==> config.mk <==
export PLATFORM = sky130hd
export DESIGN_NAME = qdl_serial_load
export DESIGN_NICKNAME = d
export VERILOG_FILES = /design/src/qdl_pkg.sv /design/src/qdl_serial_load.sv /design/src/qdl_sync.sv /design/src/qdl_chan.sv
export SDC_FILE = /design/constraint.sdc
export NUM_CORES = 1
export LEC_CHECK = 0
export BUFFER_PORTS_ARGS = -buffer_cell sky130_fd_sc_hd__buf_2
export CORE_ASPECT_RATIO = 0.75
export CORE_MARGIN = 1
export CORE_UTILIZATION = 55
export DETAILED_ROUTE_END_ITERATION = 8
export GPL_TIMING_DRIVEN = 0
export PLACE_DENSITY = 0.75
export SLEW_MARGIN = 20
export SYNTH_ARGS = -nofsm -noshare
export SYNTH_HDL_FRONTEND = slang
export SYNTH_SLANG_ARGS = --single-unit
==> constraint.sdc <==
create_clock -name clock -period 2.6 [get_ports clock]
set_input_delay 0.39 -clock clock [delete_from_list [all_inputs] [get_ports clock]]
set_output_delay 0.39 -clock clock [all_outputs]
set_load 0.01 [all_outputs]
==> src/qdl_pkg.sv <==
// Purpose: shared constants and types of the quad converter serial load block
// Assumes: one 20 MHz system clock, synchronous active-high reset
// Notes: word layout is four control bits over a 12-bit code

package qdl_pkg;

  // ---------------------------------------------------------------
  // timing
  // ---------------------------------------------------------------
  localparam int CLK_PERIOD_NS = 50;

  // ---------------------------------------------------------------
  // word layout
  // ---------------------------------------------------------------
  localparam int WORD_BITS = 16;
  localparam int CODE_BITS = 12;
  localparam int NUM_CHAN = 4;
  localparam int SEL_HI_POS = 15;
  localparam int SEL_LO_POS = 14;
  localparam int PWR_POS = 13;
  localparam int SPD_POS = 12;
  localparam int CODE_MSB = 11;
  localparam logic [4:0] LAST_BIT_IDX = 5'h0f;

  // ---------------------------------------------------------------
  // reset values
  // ---------------------------------------------------------------
  localparam logic [15:0] WORD_RST = 16'h0000;
  localparam logic [11:0] CODE_RST = 12'h000;
  localparam logic [4:0] CNT_RST = 5'h00;

  // ---------------------------------------------------------------
  // types
  // ---------------------------------------------------------------
  typedef enum logic [1:0] {
    QDL_IDLE,
    QDL_SHIFT,
    QDL_PEND
  } qdl_frame_e;

  typedef struct packed {
    logic [11:0] code;
    logic power_down;
    logic fast;
  } qdl_chan_s;

  typedef struct packed {
    logic device_select_n;
    logic frame_sync;
    logic shift_clock;
    logic serial_in;
    logic load_outputs_n;
    logic hw_powerdown_n;
  } qdl_pins_s;

  // idle pin levels loaded into the synchroniser at reset
  localparam qdl_pins_s PINS_RST = 6'h3b;

endpackage : qdl_pkg

==> src/qdl_serial_load.sv <==
// Purpose: serial word capture and channel latch control of a quad converter
// Assumes: all pins asynchronous to clock; shift_clock at most clock/4
// Notes: pins are oversampled; edges are found on synchronised copies

`timescale 1ns/1ps
`default_nettype none

module qdl_serial_load #(
  parameter int NUM_CHAN = qdl_pkg::NUM_CHAN
) (
  input wire logic clock,
  input wire logic rst,
  input wire logic device_select_n,
  input wire logic frame_sync,
  input wire logic shift_clock,
  input wire logic serial_in,
  input wire logic load_outputs_n,
  input wire logic hw_powerdown_n,
  output qdl_pkg::qdl_chan_s [3:0] chan_out,
  output logic frame_active,
  output logic word_strobe
);

  initial begin
    if (NUM_CHAN != 4) $error("qdl_serial_load: two select bits serve exactly four channels");
  end

  // ---------------------------------------------------------------
  // pin synchronisation
  // ---------------------------------------------------------------
  qdl_pkg::qdl_pins_s pins_raw;
  qdl_pkg::qdl_pins_s pins;

  assign pins_raw.device_select_n = device_select_n;
  assign pins_raw.frame_sync = frame_sync;
  assign pins_raw.shift_clock = shift_clock;
  assign pins_raw.serial_in = serial_in;
  assign pins_raw.load_outputs_n = load_outputs_n;
  assign pins_raw.hw_powerdown_n = hw_powerdown_n;

  qdl_sync #(
    .WIDTH($bits(qdl_pkg::qdl_pins_s)),
    .RST_VAL(qdl_pkg::PINS_RST)
  ) u_sync (
    .clock(clock),
    .rst(rst),
    .d(pins_raw),
    .q(pins)
  );

  // ---------------------------------------------------------------
  // frame state
  // ---------------------------------------------------------------
  typedef struct packed {
    qdl_pkg::qdl_frame_e st;
    logic [15:0] shreg;
    logic [4:0] cnt;
    logic fs_q;
    logic sclk_q;
    logic wr;
    logic [15:0] word;
  } qdl_main_s;

  qdl_main_s s_ff;
  qdl_main_s nxt_s;

  logic desel;
  logic fs_fall;
  logic fs_rise;
  logic sclk_fall;
  logic sclk_rise;

  always_comb begin
    desel = pins.device_select_n;
    fs_fall = s_ff.fs_q & ~pins.frame_sync;
    fs_rise = ~s_ff.fs_q & pins.frame_sync;
    sclk_fall = s_ff.sclk_q & ~pins.shift_clock;
    sclk_rise = ~s_ff.sclk_q & pins.shift_clock;
  end

  always_comb begin
    nxt_s = s_ff;
    nxt_s.wr = 1'b0;
    nxt_s.fs_q = pins.frame_sync;
    nxt_s.sclk_q = pins.shift_clock;
    case (s_ff.st)
      qdl_pkg::QDL_IDLE: begin
        if (!desel && fs_fall) begin
          nxt_s.st = qdl_pkg::QDL_SHIFT;
          nxt_s.cnt = qdl_pkg::CNT_RST;
        end
      end
      qdl_pkg::QDL_SHIFT: begin
        if (desel) begin
          nxt_s.st = qdl_pkg::QDL_IDLE;
        end else if (fs_fall) begin
          nxt_s.cnt = qdl_pkg::CNT_RST;
        end else if (fs_rise) begin
          nxt_s.st = qdl_pkg::QDL_IDLE;
          if (s_ff.cnt != qdl_pkg::CNT_RST) begin
            nxt_s.wr = 1'b1;
            nxt_s.word = s_ff.shreg;
          end
        end else if (sclk_fall) begin
          nxt_s.shreg = {s_ff.shreg[14:0], pins.serial_in};
          nxt_s.cnt = s_ff.cnt + 5'h01;
          if (s_ff.cnt == qdl_pkg::LAST_BIT_IDX) begin
            nxt_s.st = qdl_pkg::QDL_PEND;
          end
        end
      end
      qdl_pkg::QDL_PEND: begin
        if (sclk_rise || fs_rise || fs_fall || desel) begin
          nxt_s.wr = 1'b1;
          nxt_s.word = s_ff.shreg;
          nxt_s.st = qdl_pkg::QDL_IDLE;
          if (fs_fall && !desel) begin
            nxt_s.st = qdl_pkg::QDL_SHIFT;
            nxt_s.cnt = qdl_pkg::CNT_RST;
          end
        end
      end
      default: begin
        nxt_s.st = qdl_pkg::QDL_IDLE;
      end
    endcase
  end

  always_ff @(posedge clock) begin
    if (rst) begin
      s_ff.st <= qdl_pkg::QDL_IDLE;
      s_ff.shreg <= qdl_pkg::WORD_RST;
      s_ff.cnt <= qdl_pkg::CNT_RST;
      s_ff.fs_q <= 1'b1;
      s_ff.sclk_q <= 1'b1;
      s_ff.wr <= 1'b0;
      s_ff.word <= qdl_pkg::WORD_RST;
    end else begin
      s_ff <= nxt_s;
    end
  end

  // ---------------------------------------------------------------
  // channel latches
  // ---------------------------------------------------------------
  logic [1:0] sel;
  logic [3:0] wr_vec;

  assign sel = {s_ff.word[qdl_pkg::SEL_HI_POS], s_ff.word[qdl_pkg::SEL_LO_POS]};

  genvar gi;
  generate
    for (gi = 0; gi < 4; gi++) begin : g_chan
      assign wr_vec[gi] = s_ff.wr && (sel == 2'(gi));
      qdl_chan u_chan (
        .clock(clock),
        .rst(rst),
        .wr_en(wr_vec[gi]),
        .word(s_ff.word),
        .load_n(pins.load_outputs_n),
        .hw_pd_n(pins.hw_powerdown_n),
        .chan(chan_out[gi])
      );
    end
  endgenerate

  assign frame_active = (s_ff.st != qdl_pkg::QDL_IDLE);
  assign word_strobe = s_ff.wr;
endmodule // qdl_serial_load

`default_nettype wire

==> src/qdl_sync.sv <==
// Purpose: two-flop synchroniser for a group of pin inputs
// Assumes: inputs are asynchronous levels
// Notes: the first stage is read only by the second; reset loads idle levels

`timescale 1ns/1ps
`default_nettype none

module qdl_sync #(
  parameter int WIDTH = 6,
  parameter logic [WIDTH-1:0] RST_VAL = '0
) (
  input wire logic clock,
  input wire logic rst,
  input wire logic [WIDTH-1:0] d,
  output logic [WIDTH-1:0] q
);

  initial begin
    if (WIDTH < 1) $error("qdl_sync: WIDTH must be at least 1");
  end

  typedef struct packed {
    logic [WIDTH-1:0] meta;
    logic [WIDTH-1:0] stab;
  } qdl_sync_s;

  qdl_sync_s s_ff;
  qdl_sync_s nxt_s;

  always_comb begin
    nxt_s = s_ff;
    nxt_s.meta = d;
    nxt_s.stab = s_ff.meta;
  end

  always_ff @(posedge clock) begin
    if (rst) begin
      s_ff <= '{meta: RST_VAL, stab: RST_VAL};
    end else begin
      s_ff <= nxt_s;
    end
  end

  assign q = s_ff.stab;

endmodule // qdl_sync

`default_nettype wire

==> src/qdl_chan.sv <==
// Purpose: one channel: input latch, output latch and power/speed flags
// Assumes: load_outputs_n and power-down inputs already synchronised
// Notes: output latch follows the input latch while load is low

`timescale 1ns/1ps
`default_nettype none

module qdl_chan (
  input wire logic clock,
  input wire logic rst,
  input wire logic wr_en,
  input wire logic [15:0] word,
  input wire logic load_n,
  input wire logic hw_pd_n,
  output qdl_pkg::qdl_chan_s chan
);

  typedef struct packed {
    qdl_pkg::qdl_chan_s pend;
    qdl_pkg::qdl_chan_s act;
    logic pd_eff;
  } qdl_chst_s;

  qdl_chst_s s_ff;
  qdl_chst_s nxt_s;

  always_comb begin
    nxt_s = s_ff;
    if (wr_en) begin
      nxt_s.pend.code = word[qdl_pkg::CODE_MSB:0];
      nxt_s.pend.power_down = word[qdl_pkg::PWR_POS];
      nxt_s.pend.fast = word[qdl_pkg::SPD_POS];
    end
    if (!load_n) begin
      nxt_s.act = s_ff.pend;
    end
    nxt_s.pd_eff = nxt_s.act.power_down | ~hw_pd_n;
  end

  always_ff @(posedge clock) begin
    if (rst) begin
      s_ff <= '0;
    end else begin
      s_ff <= nxt_s;
    end
  end

  always_comb begin
    chan.code = s_ff.act.code;
    chan.fast = s_ff.act.fast;
    chan.power_down = s_ff.pd_eff;
  end
endmodule // qdl_chan

`default_nettype wire

# After elaboration in Yosys (flattened, before gate mapping)
# Index checks and enable logic that the tools add are counted.
# classes
n_addsub,1
mul,0
div_mod_pow,0
order_cmp,0
n_eq_ne,18
shift,0
muxes,29
bitwise_logic,16
reduce_logical,19
# op_table
op,n
$mux W23,5
$mux W17,5
$pmux W17 S2,1
$mux W21,1
$mux W5,4
$mux W18,1
$mux W2,9
$pmux W5 S3,1
$reduce_and A5 Y1,3
$ne A2 B2 Y1 const B,6
$ne A4 B3 Y1 const B,2
$not A1 Y1,8
$eq A2 B2 Y1 const B,3
$ne A3 B3 Y1 const B,2
$pmux W2 S3,1
$reduce_and A6 Y1,1
$add A5 B1 Y5 const B,1
$eq A5 B4 Y1 const B,1
$logic_and A1 B1 Y1,5
$ne A5 B4 Y1 const B,1
$reduce_bool A5 Y1,1
$and A1 B1 Y1,4
$eq A2 B1 Y1 const B,2
$logic_not A2 Y1,2
7 further kinds,13
# word_totals
register_bits,170
latch_bits,0
ram_bits,0
rom_bits,0
output_inout_bits,58
word_cells,120
memories,0

# Depth between registers and ports, before layout
# Gate-level depths: netlist (run 1).
# depth
depth_word,11
mapped_depth,8
depth_no_buf,7

# By module
# A second synthesis (run 1) with hierarchy kept.
# unflattened
hier_cells,632
area_unflattened_um2,6816.5
# modules_own_cells
mod,n_inst,cells_per_inst,area_per_inst_um2
qdl_chan,4,107,1152.4
qdl_serial_load,1,179,1881.8
qdl_sync,1,25,325.3

# Worst setup path after synthesis (run 1)
# Ideal clock, no wire load.
# synth_path
kind,flip-flop to flip-flop
from,"register u_sync.s_ff, in the netlist u_sync.q[4]"
to,"register, netlist name s_ff[10]"
setup_ps,117
arrival_time_ps,1816
required_ps,2483
slack_ps,667
stages_incl_launch_ff,8
n_path_buf,2
cell_sequence,dfxtp_1 > inv_1 > ha_1 > buf_2 > o41a_1 > o2111a_1 > buf_2 > a22o_1
# synth_between
elab_chain_len,6
# synth_rtl
element,line_no,rtl
start: declaration,qdl_sync.sv:27,qdl_sync_s s_ff;
start signal: assignment,qdl_sync.sv:38,"s_ff <= '{meta: RST_VAL, stab: RST_VAL};"
start signal: assignment,qdl_sync.sv:40,s_ff <= nxt_s;
$and A1 B1 Y1 / $not A1 Y1 (equally long branches),"qdl_serial_load.sv:76, qdl_serial_load.sv:75",
$logic_or A1 B1 Y1 / $and A1 B1 Y1 (equally long branches),"qdl_serial_load.sv:113, qdl_serial_load.sv:75",
$logic_or A1 B1 Y1 (2 in series),qdl_serial_load.sv:113,if (sclk_rise || fs_rise || fs_fall || desel) begin
$ne A2 B2 Y1 (no line),--,
$reduce_and A6 Y1 (no line) *,--,
# Mark *: on every way between the ends. The rest lies on a longest branch, timed or not.
# A chain may end at the register's enable or synchronous reset.

# Worst setup path after layout (run 1)
# layout_path
from,register s_ff[41] (netlist bit)
to,register s_ff[26] (netlist bit)
# layout_between
elab_chain_len,3
# layout_rtl
element,line_no,rtl
start: declaration,qdl_serial_load.sv:64,qdl_main_s s_ff;
start signal: assignment,qdl_serial_load.sv:139,s_ff <= nxt_s;
$eq A2 B1 Y1 *,qdl_serial_load.sv:86,case (s_ff.st)
$ne A5 B4 Y1 (no line),--,
$reduce_and A5 Y1 (no line) *,--,
# Marked as above.

==> results of run 1 <==
## cell type report
class / instances / area share [%]
clock buffers: 18 / 5.666
multi-input cells: 415 / 32.33
flip-flops and latches: 170 / 43.91
inverters: 11 / 0.5327
plain buffers: 98 / 7.684
clock inverters: 14 / 3.132
well taps: 162 / 2.615
repair buffers: 64 / 4.132
## registers in the layout, indices dropped and copies added (netlist names)
signal,flops
g_chan.u_chan.chan,56
g_chan.u_chan.s_ff,60
s_ff,41
u_sync.nxt_s,6
u_sync.q,6
word_strobe,1
## layer usage
layer	GRT usage (%)	routed length [um]	vias up
met3	4.791	815	22
met4	10.49	246	0
met1	30.79	6329	2324
li1	-	-	2418
met5	0	0	-
met2	40.13	6728	163
## cells by family (layout without fill, tap and decap cells)
group | count (synthesis) | count (layout) | share of synthesized area (%)
AOI/OAI and AO/OA | 100 | 100 | 9.556
buffers and inverters | 109 | 205 | 9.729
DFF | 170 | 170 | 51.99
adders and majority gates | 9 | 9 | 1.720
muxes | 72 | 72 | 11.01
and+or+nand+nor | 234 | 234 | 16.00
## stage by stage
stage / setup WS (ps) / std cells
3_5_place_dp: 371.1 / 920
4_1_cts: 389.7 / 952
5_1_grt: 94.05 / 952
2_1_floorplan: 667.5 / 694
6_report: 377.9 / 952
3_3_place_gp: 440.2 / 920
## power groups by stage
stage	Combinational (mW)	Clock, mW	Sequential [mW]
final	0.155	2.87	2.63
after global routing	0.169	3.00	2.63
after CTS	0.154	2.89	2.63
after detailed placement	0.153	0	2.68
after global placement	0.148	0	2.68
after floorplan	0.111	0	2.68
## cell usage in the layout, fill, tap and decap left out, types with 2 or more instances in the layout
cell / instances
bufinv_16: 6
buf_4: 56
and3_1: 2
dfxtp_1: 170
inv_1: 11
o31ai_1: 2
nand2b_1: 4
o21a_1: 2
clkbuf_1: 32
and3b_1: 2
nand2_1: 114
or4_1: 7
a21oi_1: 66
clkbuf_16: 17
nor2_1: 74
or3b_2: 2
nor2b_1: 5
mux2i_1: 72
ha_1: 9
a22o_1: 16
o41a_1: 2
buf_2: 72
nor4_1: 2
inv_6: 2
a31oi_1: 2
or2_2: 12
o21ai_0: 4
clkinvlp_4: 6
## worst max-delay path by stage
stage	endpoint	start	cells after the start	slack, ps
finish	s_ff[26]	s_ff[41]	7	380
CTS	s_ff[26]	s_ff[41]	7	390
detailed placement	s_ff[22]	rst	4	370
global route	s_ff[22]	u_sync.q[4]	7	90
floorplan	s_ff[10]	u_sync.q[4]	7	670
global placement	s_ff[39]	rst	4	440
## worst max-delay path, delay by kind of cell, from the launching register on
kind | cells | cell delay, ps
adder cells (fa/ha/maj) | 1 | 270
multiplexers | 1 | 240
flip-flops | 1 | 340
AND/OR/NAND/NOR | 2 | 170
AO/OA/AOI/OAI | 1 | 700
buffers and inverters | 2 | 360
==> results_dict.tcl, run 1 <==
set metrics [dict create \
    status "finished with violations" \
    violations "DRC" \
    layout-drive-gt1-share_pct 22.66 \
    worstPathCellList "inv_1 -> ha_1 -> nand2b_4 -> a2111oi_4 -> buf_6 -> mux2i_1 -> nor2_1" \
    start_util_pct 56.37 \
    die_area_sq_um 12350 \
    vias_per_cell 5.175 \
    globalplace.congestion 0.8741 \
    first_global_vias 4620 \
    syn_inst 694 \
    skew_ps 6.570 \
    numCtsBuffers 17 \
    rsz0062_at_grt "false" \
    multi_input_area_sq_um 2506 \
    synth.most_common_cell "dfxtp_1" \
    antenna_found_initial 0 \
    cp_slowest_cell "a2111oi_4" \
    hold_end "u_sync.nxt_s[0]" \
    synth_edf_count 0 \
    postCtsSetupBuffers 0 \
    slowest_delay_ps 700 \
    fillers 924 \
    slew_headroom_pct 45.98 \
    synthFlopType "dfxtp_1" \
    post-route-period-util_pct 85.47 \
    p_per_area_nw_per_um2 729.2 \
    root_buffer "clkbuf_16" \
    gr-usage-all-layers_pct 24.09 \
    clock_path_buffers 2 \
    io_pins 66 \
    syn_nets 711 \
    swShare_pct 20.32 \
    place_area_sq_um 7069 \
    synth-seq-cells 170 \
    final_area_sq_um 7751 \
    drtIter0Drc 406 \
    path_clk_slew_ps 60 \
    power_mw 5.652 \
    fin_hold_ws_ps 151.0 \
    grt_overflow 0 \
    synth_area_leaders "dfxtp_1 52%, mux2i_1 11%, nand2_1 6.5%" \
    grt_max_degree 17 \
    synthTopCellsByCount "170 x dfxtp_1, 114 x nand2_1, 74 x nor2_1, 72 x mux2i_1, 66 x a21oi_1" \
    post-route-min-period_ps 2222 \
    max_freq_ghz 0.4500 \
    ys_seq_area_share_pct 51.99 \
    area_growth_pct 18.41 \
    critical_path_class "reg -> reg" \
    p_leak_nw 3.488 \
    hpwl_um 9689 \
    hold_violations 0 \
    netlist_area_sq_um 6546 \
    maxSlewViolCount 0 \
    cts_sinks 170 \
    cp-start-kind "register" \
    r2r_start "s_ff[41]" \
    yosysTopAreaCell "dfxtp_1" \
    die_h_um 96.48 \
    power_frac_seq_pct 46.5 \
    htreeDepth 4 \
    setup_viol 0 \
    grt_pass1_wl_um 22650 \
    ant_nets 0 \
    p_int_mw 4.503 \
    floorplan.rows 34 \
    core_area_sq_um 11610 \
    yosysWarningCount 0 \
    worst_pin_slew_ps 810.3 \
    nets 794 \
    max_cap_violations 0 \
    synth_top_area_share_pct 51.99 \
    tns_ps 0 \
    first_pass_iters 7 \
    drt-total-wl_um 14120 \
    r2r-end "s_ff[26]" \
    avgSynthCellArea_sq_um 9.433 \
    hold_class "in -> reg" \
    post-route-util_pct 66.74 \
    drc_errors 1 \
    critical_path_required_ps 2880 \
    async_flop_share_pct 0 \
    clkLatencyLatePin_ps 420 \
    ff_latch_area_sq_um 3403 \
    vdd_drop_max_uv 585.9 \
    cts_hold_buf 0 \
    cts_tree "done" \
    fp.dieW_um 128.0 \
    end_kind "register" \
    routedWlPerCell_um 14.83 \
    cp.arrival_ps 2500 \
    port_buffers 64 \
    reg2reg_setup_slack_ps 380 \
    p_comb_share_pct 2.7 \
    synth.distinct_cells 42 \
    p_clk_share_pct 50.8 \
    critPathMaxFanout 10 \
    num_antenna_cells 0 \
    whs_path_depth 2 \
    reg2regPathDepth 7 \
    vias 4927 \
    p_switching_mw 1.149 \
    cts_resized 0 \
    holdCritStartpoint "hw_powerdown_n" \
]
No activity file was read; power rests on OpenSTA's default activity.
==> inputs of run 2 (changes only) <==
- CORE_MARGIN: 1 -> 2
==> run 2 against run 1 <==
  * The flow now finishes without violations
  * Sequential power about the same
  * First-iteration DRC count shrank 4.9%
  * Global-route usage shrank 0.95 points
  * Highest routed layer unchanged
  * Clock skew decreased by 2.1 ps
  * Cell area decreased by 0.82%
==> results_dict.tcl, run 2 (synthesized netlist as in run 1, its figures left out) <==
set metrics [dict create \
    fillers 937 \
    holdCritStartpoint "load_outputs_n" \
    cts_tree "done" \
    post-route-period-util_pct 84.99 \
    final_cell_mix "170 x dfxtp_1, 114 x nand2_1, 74 x nor2_1" \
    layout.cells.non_filler 952 \
    p_leak_nw 3.475 \
    critPathMaxFanout 10 \
    grt_overflow 0 \
    hpwl_um 9637 \
    nets 794 \
    drc_errors 0 \
    slew_headroom_pct 50.16 \
    clkLatencyLatePin_ps 430 \
    hold_class "in -> reg" \
    floorplan.rows 34 \
    cp_slowest_cell "a2111oi_4" \
    first_pass_iters 5 \
    numPlacedInstances 920 \
    whs_path_depth 2 \
    htreeDepth 4 \
    hold_end "u_sync.nxt_s[1]" \
    layout-drive-gt1-share_pct 22.66 \
    max_cap_violations 0 \
    fin_hold_ws_ps 143.3 \
    skew_ps 4.480 \
    numCtsBuffers 17 \
    crit_start "s_ff[41]" \
    clock_path_buffers 2 \
    drtIter0Drc 386 \
    r2r-end "s_ff[25]" \
    fp.dieW_um 130.0 \
    ant_nets 0 \
    die_h_um 98.48 \
    start_util_pct 56.37 \
    worstPathCellList "inv_1 -> ha_1 -> nand2b_4 -> a2111oi_4 -> buf_6 -> mux2i_1 -> nor2_1" \
    reg2regPathDepth 7 \
    vias_per_cell 5.190 \
    post-place-ws_ps 407.7 \
    critical_path_required_ps 2890 \
    vias 4941 \
    postCtsSetupBuffers 0 \
    routedWlPerCell_um 14.72 \
    cts_hold_buf 0 \
    status "finished, final reports clean" \
    worst_pin_slew_ps 747.6 \
    core_area_sq_um 11610 \
    maxSlewViolCount 0 \
    layout_setup_ws_ps 390.4 \
    die_area_sq_um 12800 \
    slowest_delay_ps 690 \
    critical_path_class "reg -> reg" \
    tns_ps 0 \
    final_area_sq_um 7687 \
    path_clk_slew_ps 60 \
    rsz0062_at_grt "false" \
    post-route-util_pct 66.19 \
    cts_resized 0 \
    max_freq_ghz 0.4526 \
    cts_sinks 170 \
    multi_input_area_sq_um 2506 \
    power_mw 5.372 \
    globalplace.congestion 0.8540 \
    place_area_sq_um 7069 \
    num_antenna_cells 0 \
    p_per_area_nw_per_um2 698.8 \
    grt_pass1_wl_um 22980 \
    port_buffers 64 \
    r2r_start "s_ff[41]" \
    drt-total-wl_um 14010 \
    end_kind "register" \
    post-route-min-period_ps 2210 \
    cp-start-kind "register" \
    top_register "g_chan.u_chan.s_ff" \
    antenna_found_initial 0 \
    gr-usage-all-layers_pct 23.14 \
    io_pins 66 \
    vdd_drop_max_uv 466.0 \
    first_global_vias 4643 \
    ff_latch_area_sq_um 3403 \
    reg2reg_setup_slack_ps 390 \
    root_buffer "clkbuf_16" \
    final_common_cell "dfxtp_1" \
    setup_viol 0 \
    grt_max_degree 17 \
    largest_reg_flops 60 \
    cp.arrival_ps 2500 \
    area_growth_pct 17.43 \
    hold_violations 0 \
]
## run 2: critical path, delay by kind of cell, from the launching register on
| family | cells | cell delay [ps] |
|---|---|---|
| AO/OA/AOI/OAI | 1 | 690 |
| adder cells (fa/ha/maj) | 1 | 280 |
| buffers and inverters | 2 | 350 |
| flip-flops | 1 | 340 |
| multiplexers | 1 | 260 |
| AND/OR/NAND/NOR | 2 | 170 |
## run 2: area by class of cell
| type | count | area share [%] |
|---|---|---|
| Multi-Input combinational cell | 415 | 32.60 |
| Timing Repair Buffer | 64 | 4.167 |
| Clock inverter | 9 | 1.432 |
| Tap cell | 162 | 2.637 |
| Inverter | 11 | 0.5371 |
| Clock buffer | 23 | 6.608 |
| Buffer | 98 | 7.747 |
| Sequential cell | 170 | 44.27 |
## run 2: how the worst max path moves through the flow
stage                           to  slack (ps)
after floorplan           s_ff[10]         670
after global placement    s_ff[19]         450
after detailed placement  s_ff[40]         410
after CTS                 s_ff[41]         390
after global routing      s_ff[21]         150
final                     s_ff[25]         390
## run 2: routing by layer
layer	share of wire [%]	GRT usage (%)	up-vias
li1	-	-	2424
met1	48	31.33	2356
met2	46	37.33	138
met3	4.6	4.235	23
met4	1.5	8.189	0
met5	0	0	-
## run 2: power breakdown
part           internal [mW]  total [mW]  switching [mW]
clock network           1.57        2.59            1.02
registers               2.62        2.63         0.00868
logic                 0.0533       0.155           0.102
